## src/logic/hbp_pkg.sv

```systemverilog
package hbp_pkg;
	// ****************************************
	// sizes
	// ****************************************
	localparam int NUM_CH   = 8;
	localparam int NUM_PAIR = 4;
	localparam int DW       = 11;
	localparam int AW       = 8;

	// ****************************************
	// register offsets (byte addresses)
	// ****************************************
	localparam logic [7:0] OFS_CTRL       = 8'h00;
	localparam logic [7:0] OFS_PERIOD     = 8'h04;
	localparam logic [7:0] OFS_STATUS     = 8'h08;
	localparam logic [2:0] REGION_MISC    = 3'h0;
	localparam logic [2:0] REGION_CHCTL   = 3'h1;
	localparam logic [2:0] REGION_DUTY    = 3'h2;

	// ****************************************
	// field positions and reset values
	// ****************************************
	localparam int CTRL_FAST_BIT   = 0;
	localparam int CTRL_LOW_SIDE_RECIRCULATION_SELECT_BIT = 1;
	localparam int DUTY_SIGN_BIT   = 15;
	localparam int STATUS_CNT_LSB  = 16;
	localparam logic [15:0] PERIOD_RST = 16'h0000;
	localparam logic [15:0] DUTY_RST   = 16'h0000;
	localparam logic [7:0]  CHCTL_RST  = 8'h00;
	localparam logic [1:0]  RESP_OKAY   = 2'h0;
	localparam logic [1:0]  RESP_SLVERR = 2'h2;

	// ****************************************
	// modes
	// ****************************************
	typedef enum logic [1:0] {
		OM_HALF_MINUS = 2'h0,
		OM_HALF_PLUS  = 2'h1,
		OM_FULL       = 2'h2,
		OM_DUAL       = 2'h3
	} hbp_mode_e;

	typedef enum logic [1:0] {
		AL_OFF    = 2'h0,
		AL_LEFT   = 2'h1,
		AL_RIGHT  = 2'h2,
		AL_CENTER = 2'h3
	} hbp_align_e;

	typedef struct packed {
		logic [NUM_CH-1:0] plus_out;
		logic [NUM_CH-1:0] plus_oe;
		logic [NUM_CH-1:0] minus_out;
		logic [NUM_CH-1:0] minus_oe;
	} hbp_pins_s;
endpackage : hbp_pkg

```

## src/logic/hbp_pwm.sv

```systemverilog
`timescale 1ns/1ps
// What this block does
// - duty counts timer clocks at active level; active low if low_side_recirculation_select 0, else high in full modes; always low in half
// - zero duty gives a constant inactive output
// - duty at or above period gives a constant active output
// - duty is D[10:0] normally, D[8:2] in high byte when high-byte mode on
// - high-byte mode writes force D10, D9, D1, D0 to zero
// - toggling high-byte mode leaves stored duty meaning unchanged
// - working copy taken at period 0, channel disabled, or overflow in half/full
// - dual pair loads working duty only at overflow after odd register write, or while period is 0
// - reads return last written value, not the working one
// - sign with low_side_recirculation_select picks the pwm pin in full modes; ignored in half
// - after reset all channels disabled and all pins released
// - non-pwm pin static per low_side_recirculation_select in full modes, released in half mode
// - pair n holds channel 2n on coil 0 pins and 2n+1 on coil 1 pins
// - dual mode only when both channels enabled and both modes are 11
// - high-byte mode accepts a high-byte write as a full duty update
// - repeated writes before transfer keep only the latest value
// - full mode channels independent, working duty refreshed every overflow
// - released pin in half mode is left to other functions
// - output mode 00 half minus, 01 half plus, 10 full, 11 dual
// - alignment 00 off, 01 left, 10 right, 11 center
// - period gives timer clocks per pwm period
module hbp_pwm
	import hbp_pkg::*;
#(
	parameter int TC_DIV = 1
)(
	// clock and reset
	input  wire logic          aclk,
	input  wire logic          aresetn,
	// axi4-lite write
	input  wire logic [AW-1:0] awaddr,
	input  wire logic          awvalid,
	output logic               awready,
	input  wire logic [31:0]   wdata,
	input  wire logic [3:0]    wstrb,
	input  wire logic          wvalid,
	output logic               wready,
	output logic [1:0]         bresp,
	output logic               bvalid,
	input  wire logic          bready,
	// axi4-lite read
	input  wire logic [AW-1:0] araddr,
	input  wire logic          arvalid,
	output logic               arready,
	output logic [31:0]        rdata,
	output logic [1:0]         rresp,
	output logic               rvalid,
	input  wire logic          rready,
	// bridge pins
	output hbp_pins_s          pins
);
	// ****************************************
	// bus slave
	// ****************************************
	logic          aw_held;
	logic          w_held;
	logic [AW-1:0] aw_addr;
	logic [31:0]   w_data;
	logic [3:0]    w_strb;
	logic          wr_go;
	logic          wr_hit;
	logic          rd_hit;

	function automatic logic mapped(input logic [AW-1:0] a);
		mapped = (a[1:0] == 2'h0) && ((a[7:5] == REGION_CHCTL) || (a[7:5] == REGION_DUTY)
			|| (a == OFS_CTRL) || (a == OFS_PERIOD) || (a == OFS_STATUS));
	endfunction : mapped

	assign awready = !aw_held && !bvalid;
	assign wready  = !w_held && !bvalid;
	assign wr_go   = aw_held && w_held && !bvalid;
	assign wr_hit  = mapped(aw_addr);
	assign arready = !rvalid;
	assign rd_hit  = mapped(araddr);

	always_ff @(posedge aclk) begin
		if (!aresetn) begin
			aw_held <= 1'b0;
			w_held  <= 1'b0;
			aw_addr <= '0;
			w_data  <= '0;
			w_strb  <= '0;
			bvalid  <= 1'b0;
			bresp   <= RESP_OKAY;
		end else begin
			if (awvalid && awready) begin
				aw_held <= 1'b1;
				aw_addr <= awaddr;
			end
			if (wvalid && wready) begin
				w_held <= 1'b1;
				w_data <= wdata;
				w_strb <= wstrb;
			end
			if (wr_go) begin
				aw_held <= 1'b0;
				w_held  <= 1'b0;
				bvalid  <= 1'b1;
				bresp   <= wr_hit ? RESP_OKAY : RESP_SLVERR;
			end else if (bvalid && bready) begin
				bvalid <= 1'b0;
			end
		end
	end

	// ****************************************
	// registers
	// ****************************************
	logic              fast;
	logic              low_side_recirculation_select;
	logic [DW-1:0]     per;
	logic [7:0]        chctl [NUM_CH];
	logic              bus_s [NUM_CH];
	logic [DW-1:0]     bus_d [NUM_CH];
	logic              work_s [NUM_CH];
	logic [DW-1:0]     work_d [NUM_CH];
	logic [NUM_PAIR-1:0] pend;
	logic [NUM_PAIR-1:0] dual;
	logic [DW-1:0]     cnt;
	logic              odd_period;
	logic              ovf;
	logic [2:0]        wr_ch;
	logic              duty_wr;

	assign wr_ch   = aw_addr[4:2];
	assign duty_wr = wr_go && wr_hit && (aw_addr[7:5] == REGION_DUTY);

	always_ff @(posedge aclk) begin
		if (!aresetn) begin
			fast   <= 1'b0;
			low_side_recirculation_select <= 1'b0;
			per    <= PERIOD_RST[DW-1:0];
		end else if (wr_go && w_strb[0] && aw_addr == OFS_CTRL) begin
			fast   <= w_data[CTRL_FAST_BIT];
			low_side_recirculation_select <= w_data[CTRL_LOW_SIDE_RECIRCULATION_SELECT_BIT];
		end else if (wr_go && aw_addr == OFS_PERIOD) begin
			if (w_strb[0])
				per[7:0] <= w_data[7:0];
			if (w_strb[1])
				per[DW-1:8] <= w_data[DW-1:8];
		end
	end

	// fast only changes how writes and reads map; stored duty keeps its meaning
	always_ff @(posedge aclk) begin
		if (!aresetn) begin
			for (int i = 0; i < NUM_CH; i++) begin
				chctl[i] <= CHCTL_RST;
				bus_s[i] <= DUTY_RST[DUTY_SIGN_BIT];
				bus_d[i] <= DUTY_RST[DW-1:0];
			end
		end else if (wr_go && wr_hit) begin
			if (aw_addr[7:5] == REGION_CHCTL && w_strb[0])
				chctl[wr_ch] <= w_data[7:0];
			if (duty_wr && fast && w_strb[1]) begin
				bus_s[wr_ch] <= w_data[DUTY_SIGN_BIT];
				bus_d[wr_ch] <= {2'h0, w_data[14:8], 2'h0};
			end else if (duty_wr && !fast) begin
				if (w_strb[1]) begin
					bus_s[wr_ch]       <= w_data[DUTY_SIGN_BIT];
					bus_d[wr_ch][10:8] <= w_data[10:8];
				end
				if (w_strb[0])
					bus_d[wr_ch][7:0] <= w_data[7:0];
			end
		end
	end

	// read data mirror the bus copy in the current layout
	always_ff @(posedge aclk) begin
		if (!aresetn) begin
			rvalid <= 1'b0;
			rdata  <= '0;
			rresp  <= RESP_OKAY;
		end else if (arvalid && arready) begin
			rvalid <= 1'b1;
			rresp  <= rd_hit ? RESP_OKAY : RESP_SLVERR;
			rdata  <= '0;
			if (araddr == OFS_CTRL)
				rdata[1:0] <= {low_side_recirculation_select, fast};
			else if (araddr == OFS_PERIOD)
				rdata[DW-1:0] <= per;
			else if (araddr == OFS_STATUS)
				rdata <= {5'h0, cnt, 8'h0, pend, dual};
			else if (rd_hit && araddr[7:5] == REGION_CHCTL)
				rdata[7:0] <= chctl[araddr[4:2]];
			else if (rd_hit && araddr[7:5] == REGION_DUTY && fast)
				rdata[15:0] <= {bus_s[araddr[4:2]], bus_d[araddr[4:2]][8:2], 8'h0};
			else if (rd_hit && araddr[7:5] == REGION_DUTY)
				rdata[15:0] <= {bus_s[araddr[4:2]], 4'h0, bus_d[araddr[4:2]]};
		end else if (rready) begin
			rvalid <= 1'b0;
		end
	end

	// ****************************************
	// timer counter
	// ****************************************
	logic [15:0] div;
	logic        tick;

	assign tick = (div == 16'(TC_DIV - 1));
	assign ovf  = tick && (per != '0) && (cnt >= per - 11'h1);

	always_ff @(posedge aclk) begin
		if (!aresetn || tick)
			div <= '0;
		else
			div <= div + 16'h1;
	end

	always_ff @(posedge aclk) begin
		if (!aresetn || per == '0) begin
			cnt        <= '0;
			odd_period <= 1'b0;
		end else if (ovf) begin
			cnt        <= '0;
			odd_period <= !odd_period;
		end else if (tick) begin
			cnt <= cnt + 11'h1;
		end
	end

	// ****************************************
	// double buffering
	// ****************************************
	always_comb begin
		for (int p = 0; p < NUM_PAIR; p++)
			dual[p] = chctl[2*p][5:4] != AL_OFF && chctl[2*p+1][5:4] != AL_OFF
				&& chctl[2*p][7:6] == OM_DUAL && chctl[2*p+1][7:6] == OM_DUAL;
	end

	// an odd channel write landing on the overflow cycle keeps its pair pending
	always_ff @(posedge aclk) begin
		if (!aresetn) begin
			pend <= '0;
		end else begin
			for (int p = 0; p < NUM_PAIR; p++)
				if (duty_wr && wr_ch == 3'(2*p+1))
					pend[p] <= 1'b1;
				else if (ovf && dual[p])
					pend[p] <= 1'b0;
		end
	end

	always_ff @(posedge aclk) begin
		if (!aresetn) begin
			for (int i = 0; i < NUM_CH; i++) begin
				work_s[i] <= 1'b0;
				work_d[i] <= '0;
			end
		end else begin
			for (int i = 0; i < NUM_CH; i++)
				if (per == '0 || chctl[i][5:4] == AL_OFF
					|| (ovf && (dual[i/2] ? pend[i/2] : 1'b1))) begin
					work_s[i] <= bus_s[i];
					work_d[i] <= bus_d[i];
				end
		end
	end

	// ****************************************
	// waveform and pins
	// ****************************************
	logic [NUM_CH-1:0] act;

	always_comb begin
		for (int i = 0; i < NUM_CH; i++) begin
			if (work_d[i] == '0)
				act[i] = 1'b0;
			else if (work_d[i] >= per)
				act[i] = 1'b1;
			else if (chctl[i][5:4] == AL_RIGHT
				|| (chctl[i][5:4] == AL_CENTER && odd_period))
				act[i] = cnt >= per - work_d[i];
			else
				act[i] = cnt < work_d[i];
		end
	end

	// registered pins; output modes with one dual channel run as full
	always_ff @(posedge aclk) begin
		if (!aresetn) begin
			pins <= '0;
		end else begin
			for (int i = 0; i < NUM_CH; i++) begin
				pins.plus_oe[i]   <= 1'b0;
				pins.minus_oe[i]  <= 1'b0;
				pins.plus_out[i]  <= 1'b0;
				pins.minus_out[i] <= 1'b0;
				if (per != '0 && chctl[i][5:4] != AL_OFF) begin
					unique case (chctl[i][7:6])
						OM_HALF_MINUS: begin
							pins.minus_oe[i]  <= 1'b1;
							pins.minus_out[i] <= !act[i];
						end
						OM_HALF_PLUS: begin
							pins.plus_oe[i]  <= 1'b1;
							pins.plus_out[i] <= !act[i];
						end
						OM_FULL, OM_DUAL: begin
							pins.plus_oe[i]  <= 1'b1;
							pins.minus_oe[i] <= 1'b1;
							if (work_s[i] == low_side_recirculation_select) begin
								pins.minus_out[i] <= low_side_recirculation_select ? act[i] : !act[i];
								pins.plus_out[i]  <= !low_side_recirculation_select;
							end else begin
								pins.plus_out[i]  <= low_side_recirculation_select ? act[i] : !act[i];
								pins.minus_out[i] <= !low_side_recirculation_select;
							end
						end
					endcase
				end
			end
		end
	end

	// ****************************************
	// checks
	// ****************************************
	property p_reset_release;
		@(posedge aclk) !aresetn |=> (pins.plus_oe == '0 && pins.minus_oe == '0);
	endproperty
	a_reset_release: assert property (p_reset_release) else $error("pins driven after reset");

	property p_zero_duty;
		@(posedge aclk) disable iff (!aresetn)
		(per != '0 && chctl[0][7:6] == OM_FULL && chctl[0][5:4] == AL_LEFT
			&& work_d[0] == '0 && !low_side_recirculation_select && !work_s[0])
		|=> (pins.minus_out[0] && pins.plus_out[0] && pins.minus_oe[0]);
	endproperty
	a_zero_duty: assert property (p_zero_duty) else $error("zero duty not inactive");

	property p_full_duty;
		@(posedge aclk) disable iff (!aresetn)
		(per != '0 && chctl[0][7:6] == OM_FULL && chctl[0][5:4] == AL_LEFT
			&& work_d[0] >= per && low_side_recirculation_select && !work_s[0])
		|=> (pins.plus_out[0] && !pins.minus_out[0]);
	endproperty
	a_full_duty: assert property (p_full_duty) else $error("full duty not active");

	property p_fast_clear;
		@(posedge aclk) disable iff (!aresetn)
		(duty_wr && fast && w_strb[1]) |=> (bus_d[$past(wr_ch)][10:9] == 2'h0
			&& bus_d[$past(wr_ch)][1:0] == 2'h0);
	endproperty
	a_fast_clear: assert property (p_fast_clear) else $error("fast write kept low bits");

	property p_copy_when_off;
		@(posedge aclk) disable iff (!aresetn)
		(per == '0) ##1 (per == '0) |-> (work_d[3] == $past(bus_d[3]));
	endproperty
	a_copy_when_off: assert property (p_copy_when_off) else $error("no copy at period 0");

	property p_dual_hold;
		@(posedge aclk) disable iff (!aresetn)
		(dual[1] && !pend[1] && !(per == '0)) |=> (work_d[2] == $past(work_d[2]));
	endproperty
	a_dual_hold: assert property (p_dual_hold) else $error("dual pair loaded early");

	property p_half_release;
		@(posedge aclk) disable iff (!aresetn)
		(chctl[1][7:6] == OM_HALF_MINUS) |=> !pins.plus_oe[1];
	endproperty
	a_half_release: assert property (p_half_release) else $error("half mode drove plus");

	property p_full_refresh;
		@(posedge aclk) disable iff (!aresetn)
		(ovf && chctl[0][7:6] == OM_FULL) |=> (work_d[0] == $past(bus_d[0]));
	endproperty
	a_full_refresh: assert property (p_full_refresh) else $error("full mode not refreshed");

	property p_read_back;
		@(posedge aclk) disable iff (!aresetn)
		(arvalid && arready && araddr == 8'h40 && !fast)
		|=> (rvalid && rdata[10:0] == $past(bus_d[0]));
	endproperty
	a_read_back: assert property (p_read_back) else $error("read not last written");
endmodule : hbp_pwm

```

## config.mk

```make
export PLATFORM = sky130hd
export DESIGN_NAME = hbp_pwm
export DESIGN_NICKNAME = d
export VERILOG_FILES = /design/src/logic/hbp_pkg.sv /design/src/logic/hbp_pwm.sv
export SDC_FILE = /design/constraint.sdc
export NUM_CORES = 1
export LEC_CHECK = 0
export BUFFER_PORTS_ARGS = -buffer_cell sky130_fd_sc_hd__buf_2
export CORE_MARGIN = 2
export CORE_UTILIZATION = 30
export DETAILED_ROUTE_END_ITERATION = 8
export PLACE_DENSITY = 0.43
export SKIP_CTS_REPAIR_TIMING = 1
export SYNTH_ARGS = -nofsm -noshare
export SYNTH_HDL_FRONTEND = slang
export SYNTH_SLANG_ARGS = --single-unit
```

## constraint.sdc

```tcl
create_clock -name aclk -period 5.4 [get_ports aclk]
set_clock_uncertainty 0.05 [all_clocks]
set_input_delay 0.81 -clock aclk [delete_from_list [all_inputs] [get_ports aclk]]
set_output_delay 0.81 -clock aclk [all_outputs]
set_load 0.02 [all_outputs]
```

==> impl_metrics.prom <==
# TYPE chip_impl_metric gauge
chip_impl_metric{name="critical_path_fanout_max",unit=""} 12
chip_impl_metric{name="powerDensity",unit="nW/um^2"} 255
chip_impl_metric{name="vias_per_cell",unit=""} 5.35
chip_impl_metric{name="multiInputGateArea",unit="sq um"} 13900
chip_impl_metric{name="timing_worst_slew_pin_value",unit="ns"} 1.28
chip_impl_metric{name="clk_pin_slew_worst_paths",unit="ns"} 0.06
chip_impl_metric{name="synth_area_per_cell",unit="sq um"} 9.89
chip_impl_metric{name="num_antenna_cells",unit=""} 0
chip_impl_metric{name="dr.pass1.iters",unit=""} 5
chip_impl_metric{name="overflow_left_after_global_routing",unit=""} 0
chip_impl_metric{name="crit_share_post_route",unit="%"} 83.3
chip_impl_info{name="end_kind",value="register"} 1
chip_impl_metric{name="dp_slack",unit="ns"} 0.954
chip_impl_metric{name="floorplan.die_area",unit="sq um"} 85100
chip_impl_metric{name="drt.antenna.violating_nets",unit=""} 0
chip_impl_metric{name="initial_core_util",unit="%"} 30.3
chip_impl_metric{name="worst_relative_slew_slack",unit="%"} 13.5
chip_impl_metric{name="vias",unit=""} 20000
chip_impl_metric{name="grt_pass1_wl",unit="mm"} 132
chip_impl_info{name="setup_repair_after_global_routing_missed_its_margin",value="false"} 1
chip_impl_metric{name="detail_route.wirelength",unit="mm"} 89.7
chip_impl_metric{name="cts_made_buffers",unit=""} 47
chip_impl_metric{name="cts_max_level",unit=""} 2
chip_impl_metric{name="register_area",unit="sq um"} 10100
chip_impl_metric{name="timing.setup.tns",unit="ns"} 0
chip_impl_metric{name="grt_start_max_net_pins",unit=""} 73
chip_impl_metric{name="final.fill_count",unit=""} 8363
chip_impl_metric{name="rows",unit=""} 105
chip_impl_info{name="cts_tree",value="yes"} 1
chip_impl_info{name="synth.area.top_cells",value="edfxtp_1, ha_1, dfxtp_1, mux4_2, nor2_1"} 1
chip_impl_metric{name="fmax",unit="MHz"} 222
chip_impl_metric{name="place_congestion",unit=""} 0.897
chip_impl_metric{name="synth.distinct_cells",unit=""} 82
chip_impl_info{name="cpLargestDelayFamily",value="compound AO/OA/AOI/OAI gates"} 1
chip_impl_metric{name="final_nets",unit=""} 2980
chip_impl_info{name="kind_of_critical_path",value="reg -> reg"} 1
chip_impl_info{name="critPathSlowestCell",value="o21ai_1"} 1
chip_impl_info{name="cts-root-buf",value="clkbuf_16"} 1
chip_impl_metric{name="synth_seq_area_share",unit="%"} 40.7
chip_impl_info{name="crit-reg2reg-launch",value="per[1]"} 1
chip_impl_info{name="status",value="completed"} 1
chip_impl_info{name="synth_ff_type",value="edfxtp_1"} 1
chip_impl_metric{name="ios",unit=""} 132
chip_impl_metric{name="yosys_register_bits",unit=""} 392
chip_impl_metric{name="async_reset_ff_share",unit="%"} 0
chip_impl_metric{name="max_cap_viol_count",unit=""} 0
chip_impl_metric{name="leakagePower",unit="nW"} 12.0
chip_impl_metric{name="ir_worst_vdd",unit="mV"} 0.203
chip_impl_metric{name="number_of_global_route_vias_before_repair",unit=""} 19800
chip_impl_info{name="most-common-layout-cells",value="ha_1, nor2_1, edfxtp_1, dfxtp_1, nand2_1"} 1
chip_impl_metric{name="drive_gt1_share",unit="%"} 12.3
chip_impl_metric{name="synth_top_area_share",unit="%"} 27.2
chip_impl_metric{name="design_power_total",unit="mW"} 7.25
chip_impl_metric{name="worstPathBufferInverterCount",unit=""} 3
chip_impl_info{name="crit_path_start",value="per[1]"} 1
chip_impl_metric{name="port-buffer-count",unit=""} 106
chip_impl_metric{name="flow.area_growth_from_synthesis",unit="%"} 14.5
chip_impl_metric{name="residual_drc",unit=""} 0
chip_impl_metric{name="period_needed",unit="ns"} 4.50
chip_impl_metric{name="detail_route.wl_per_cell",unit="microns"} 23.9
chip_impl_metric{name="synth-edff-count",unit=""} 225
chip_impl_metric{name="netlist_instances",unit=""} 2512
chip_impl_metric{name="crit_required",unit="ns"} 5.55
chip_impl_metric{name="clk_latency",unit="ns"} 0.62
chip_impl_metric{name="antenna_found_initial",unit=""} 0
chip_impl_metric{name="synthesis.yosys.warnings",unit=""} 0
chip_impl_metric{name="die_h",unit="microns"} 292
chip_impl_info{name="crit_chain",value="inv_1 > buf_4 > nand3_1 > or3_1 > nor2_1 > xnor2_1 > ha_1 > o21a_1 > o21a_1 > nand3_1 > o211ai_1 > o211ai_1 > buf_4 > o21ai_1"} 1
chip_impl_metric{name="detail_route.iter0.violations",unit=""} 1624
chip_impl_metric{name="final_util",unit="%"} 34.7
chip_impl_metric{name="fp.dieW",unit="microns"} 292
chip_impl_metric{name="crit_path_dat",unit="ns"} 4.65
chip_impl_info{name="synth_top_area_cell",value="edfxtp_1"} 1
chip_impl_metric{name="clock_path_buffers",unit=""} 3
chip_impl_metric{name="total_global_route_track_usage",unit="%"} 20.7
chip_impl_metric{name="cp_slowest_stage_delay",unit="ns"} 0.88
chip_impl_metric{name="finalSetupViolCount",unit=""} 0
chip_impl_metric{name="slew_viol_final",unit=""} 0
chip_impl_metric{name="layout_setup_ws",unit="ns"} 0.904
chip_impl_info{name="holdCritPathClass",value="in -> reg"} 1
chip_impl_metric{name="detailed_place_hpwl",unit="mm"} 68.0
chip_impl_info{name="final_common_cell",value="ha_1"} 1
chip_impl_metric{name="syn-cell-area",unit="sq um"} 24800
chip_impl_metric{name="core",unit="sq um"} 82000
chip_impl_info{name="critical_path.startpoint_type",value="register"} 1
chip_impl_info{name="hold_path.startpoint",value="rready"} 1
chip_impl_metric{name="clock-sinks",unit=""} 392
chip_impl_metric{name="hold_viol",unit=""} 0
cells by family (layout without fill, tap and decap cells):
group                      count (synthesis)  in the layout  share of synthesized area, %
buffers and inverters                    226            388                          3.69
adders and majority gates                279            279                          14.3
and+or+nand+nor                          893            893                          18.3
xor gates and xnor gates                 105            105                          3.70
AOI/OAI and AO/OA                        525            525                          13.6
other                                      1              7                        0.0151
DFF                                      392            392                          40.7
muxes                                     91             91                          5.73
where the power goes:
part           internal, mW  total (mW)  switching [mW]
logic                 0.248       0.646           0.398
clock network          1.95        3.31            1.37
registers              3.22        3.30          0.0782
synth_stat cells (all sizes together) (46+ instances only):
library cell  number
and2             105
nand2            160
a21oi            142
o21ai            125
nand3             74
nor3              46
a21o              62
ha               271
xor2              56
inv              133
edfxtp           225
clkbuf            61
nor2             230
and3              81
xnor2             49
dfxtp            167
stage by stage:
step	instance area, sq um	hold slack (ns)	instances
global placement	26800	0.391	3663
CTS	28400	0.292	3750
detailed placement	26800	0.396	3663
global route	28400	0.316	3750
floorplan	24900	0.386	2518
finish	28400	0.329	3750
worst reg2reg max path, stage by stage, from the launching register on:
cell and delay (ns):
dfxtp_1 0.42, inv_1 0.15, buf_4 0.39, nand3_1 0.15
or3_1 0.40, nor2_1 0.14, xnor2_1 0.08, ha_1 0.31
o21a_1 0.12, o21a_1 0.12, nand3_1 0.08, o211ai_1 0.35
o211ai_1 0.19, buf_4 0.27, o21ai_1 0.90
state kept, by name, indices dropped and copies added, names as in the netlist, 2 cells and up:
register,count
cnt,11
w_strb,2
div,16
aw_addr,8
chctl,64
pins,32
work_d,88
bus_d,88
per,11
bus_s,8
pend,4
rdata,27
w_data,16
work_s,8
area by class of cell:
type	instances	share of cell area (%)
clock buffers	67	4.74
clock inverters	20	0.955
inverters	133	1.76
multi-input cells	1900	48.7
flip-flops and latches	392	35.5
well taps	1070	4.71
repair buffers	168	3.60
metal layers:
metal / up-vias / GRT usage (%) / share of wire, %
li1: 9461 / - / -
met1: 9833 / 29.4 / 47
met2: 630 / 33.0 / 45
met3: 121 / 2.51 / 5.4
met4: 0 / 6.17 / 3.0
met5: - / 0 / 0
final timing paths:
path / end / slack (ns) / depth (start not counted)
worst max-delay path: work_d[1][25] / 0.90 / 14
worst min-delay path: rvalid / 0.33 / 2
worst max register to register: work_d[1][25] / 0.90 / 14
worst min register to register: rdata[26] / 0.40 / 2
No activity file was read; power rests on OpenSTA's default activity.
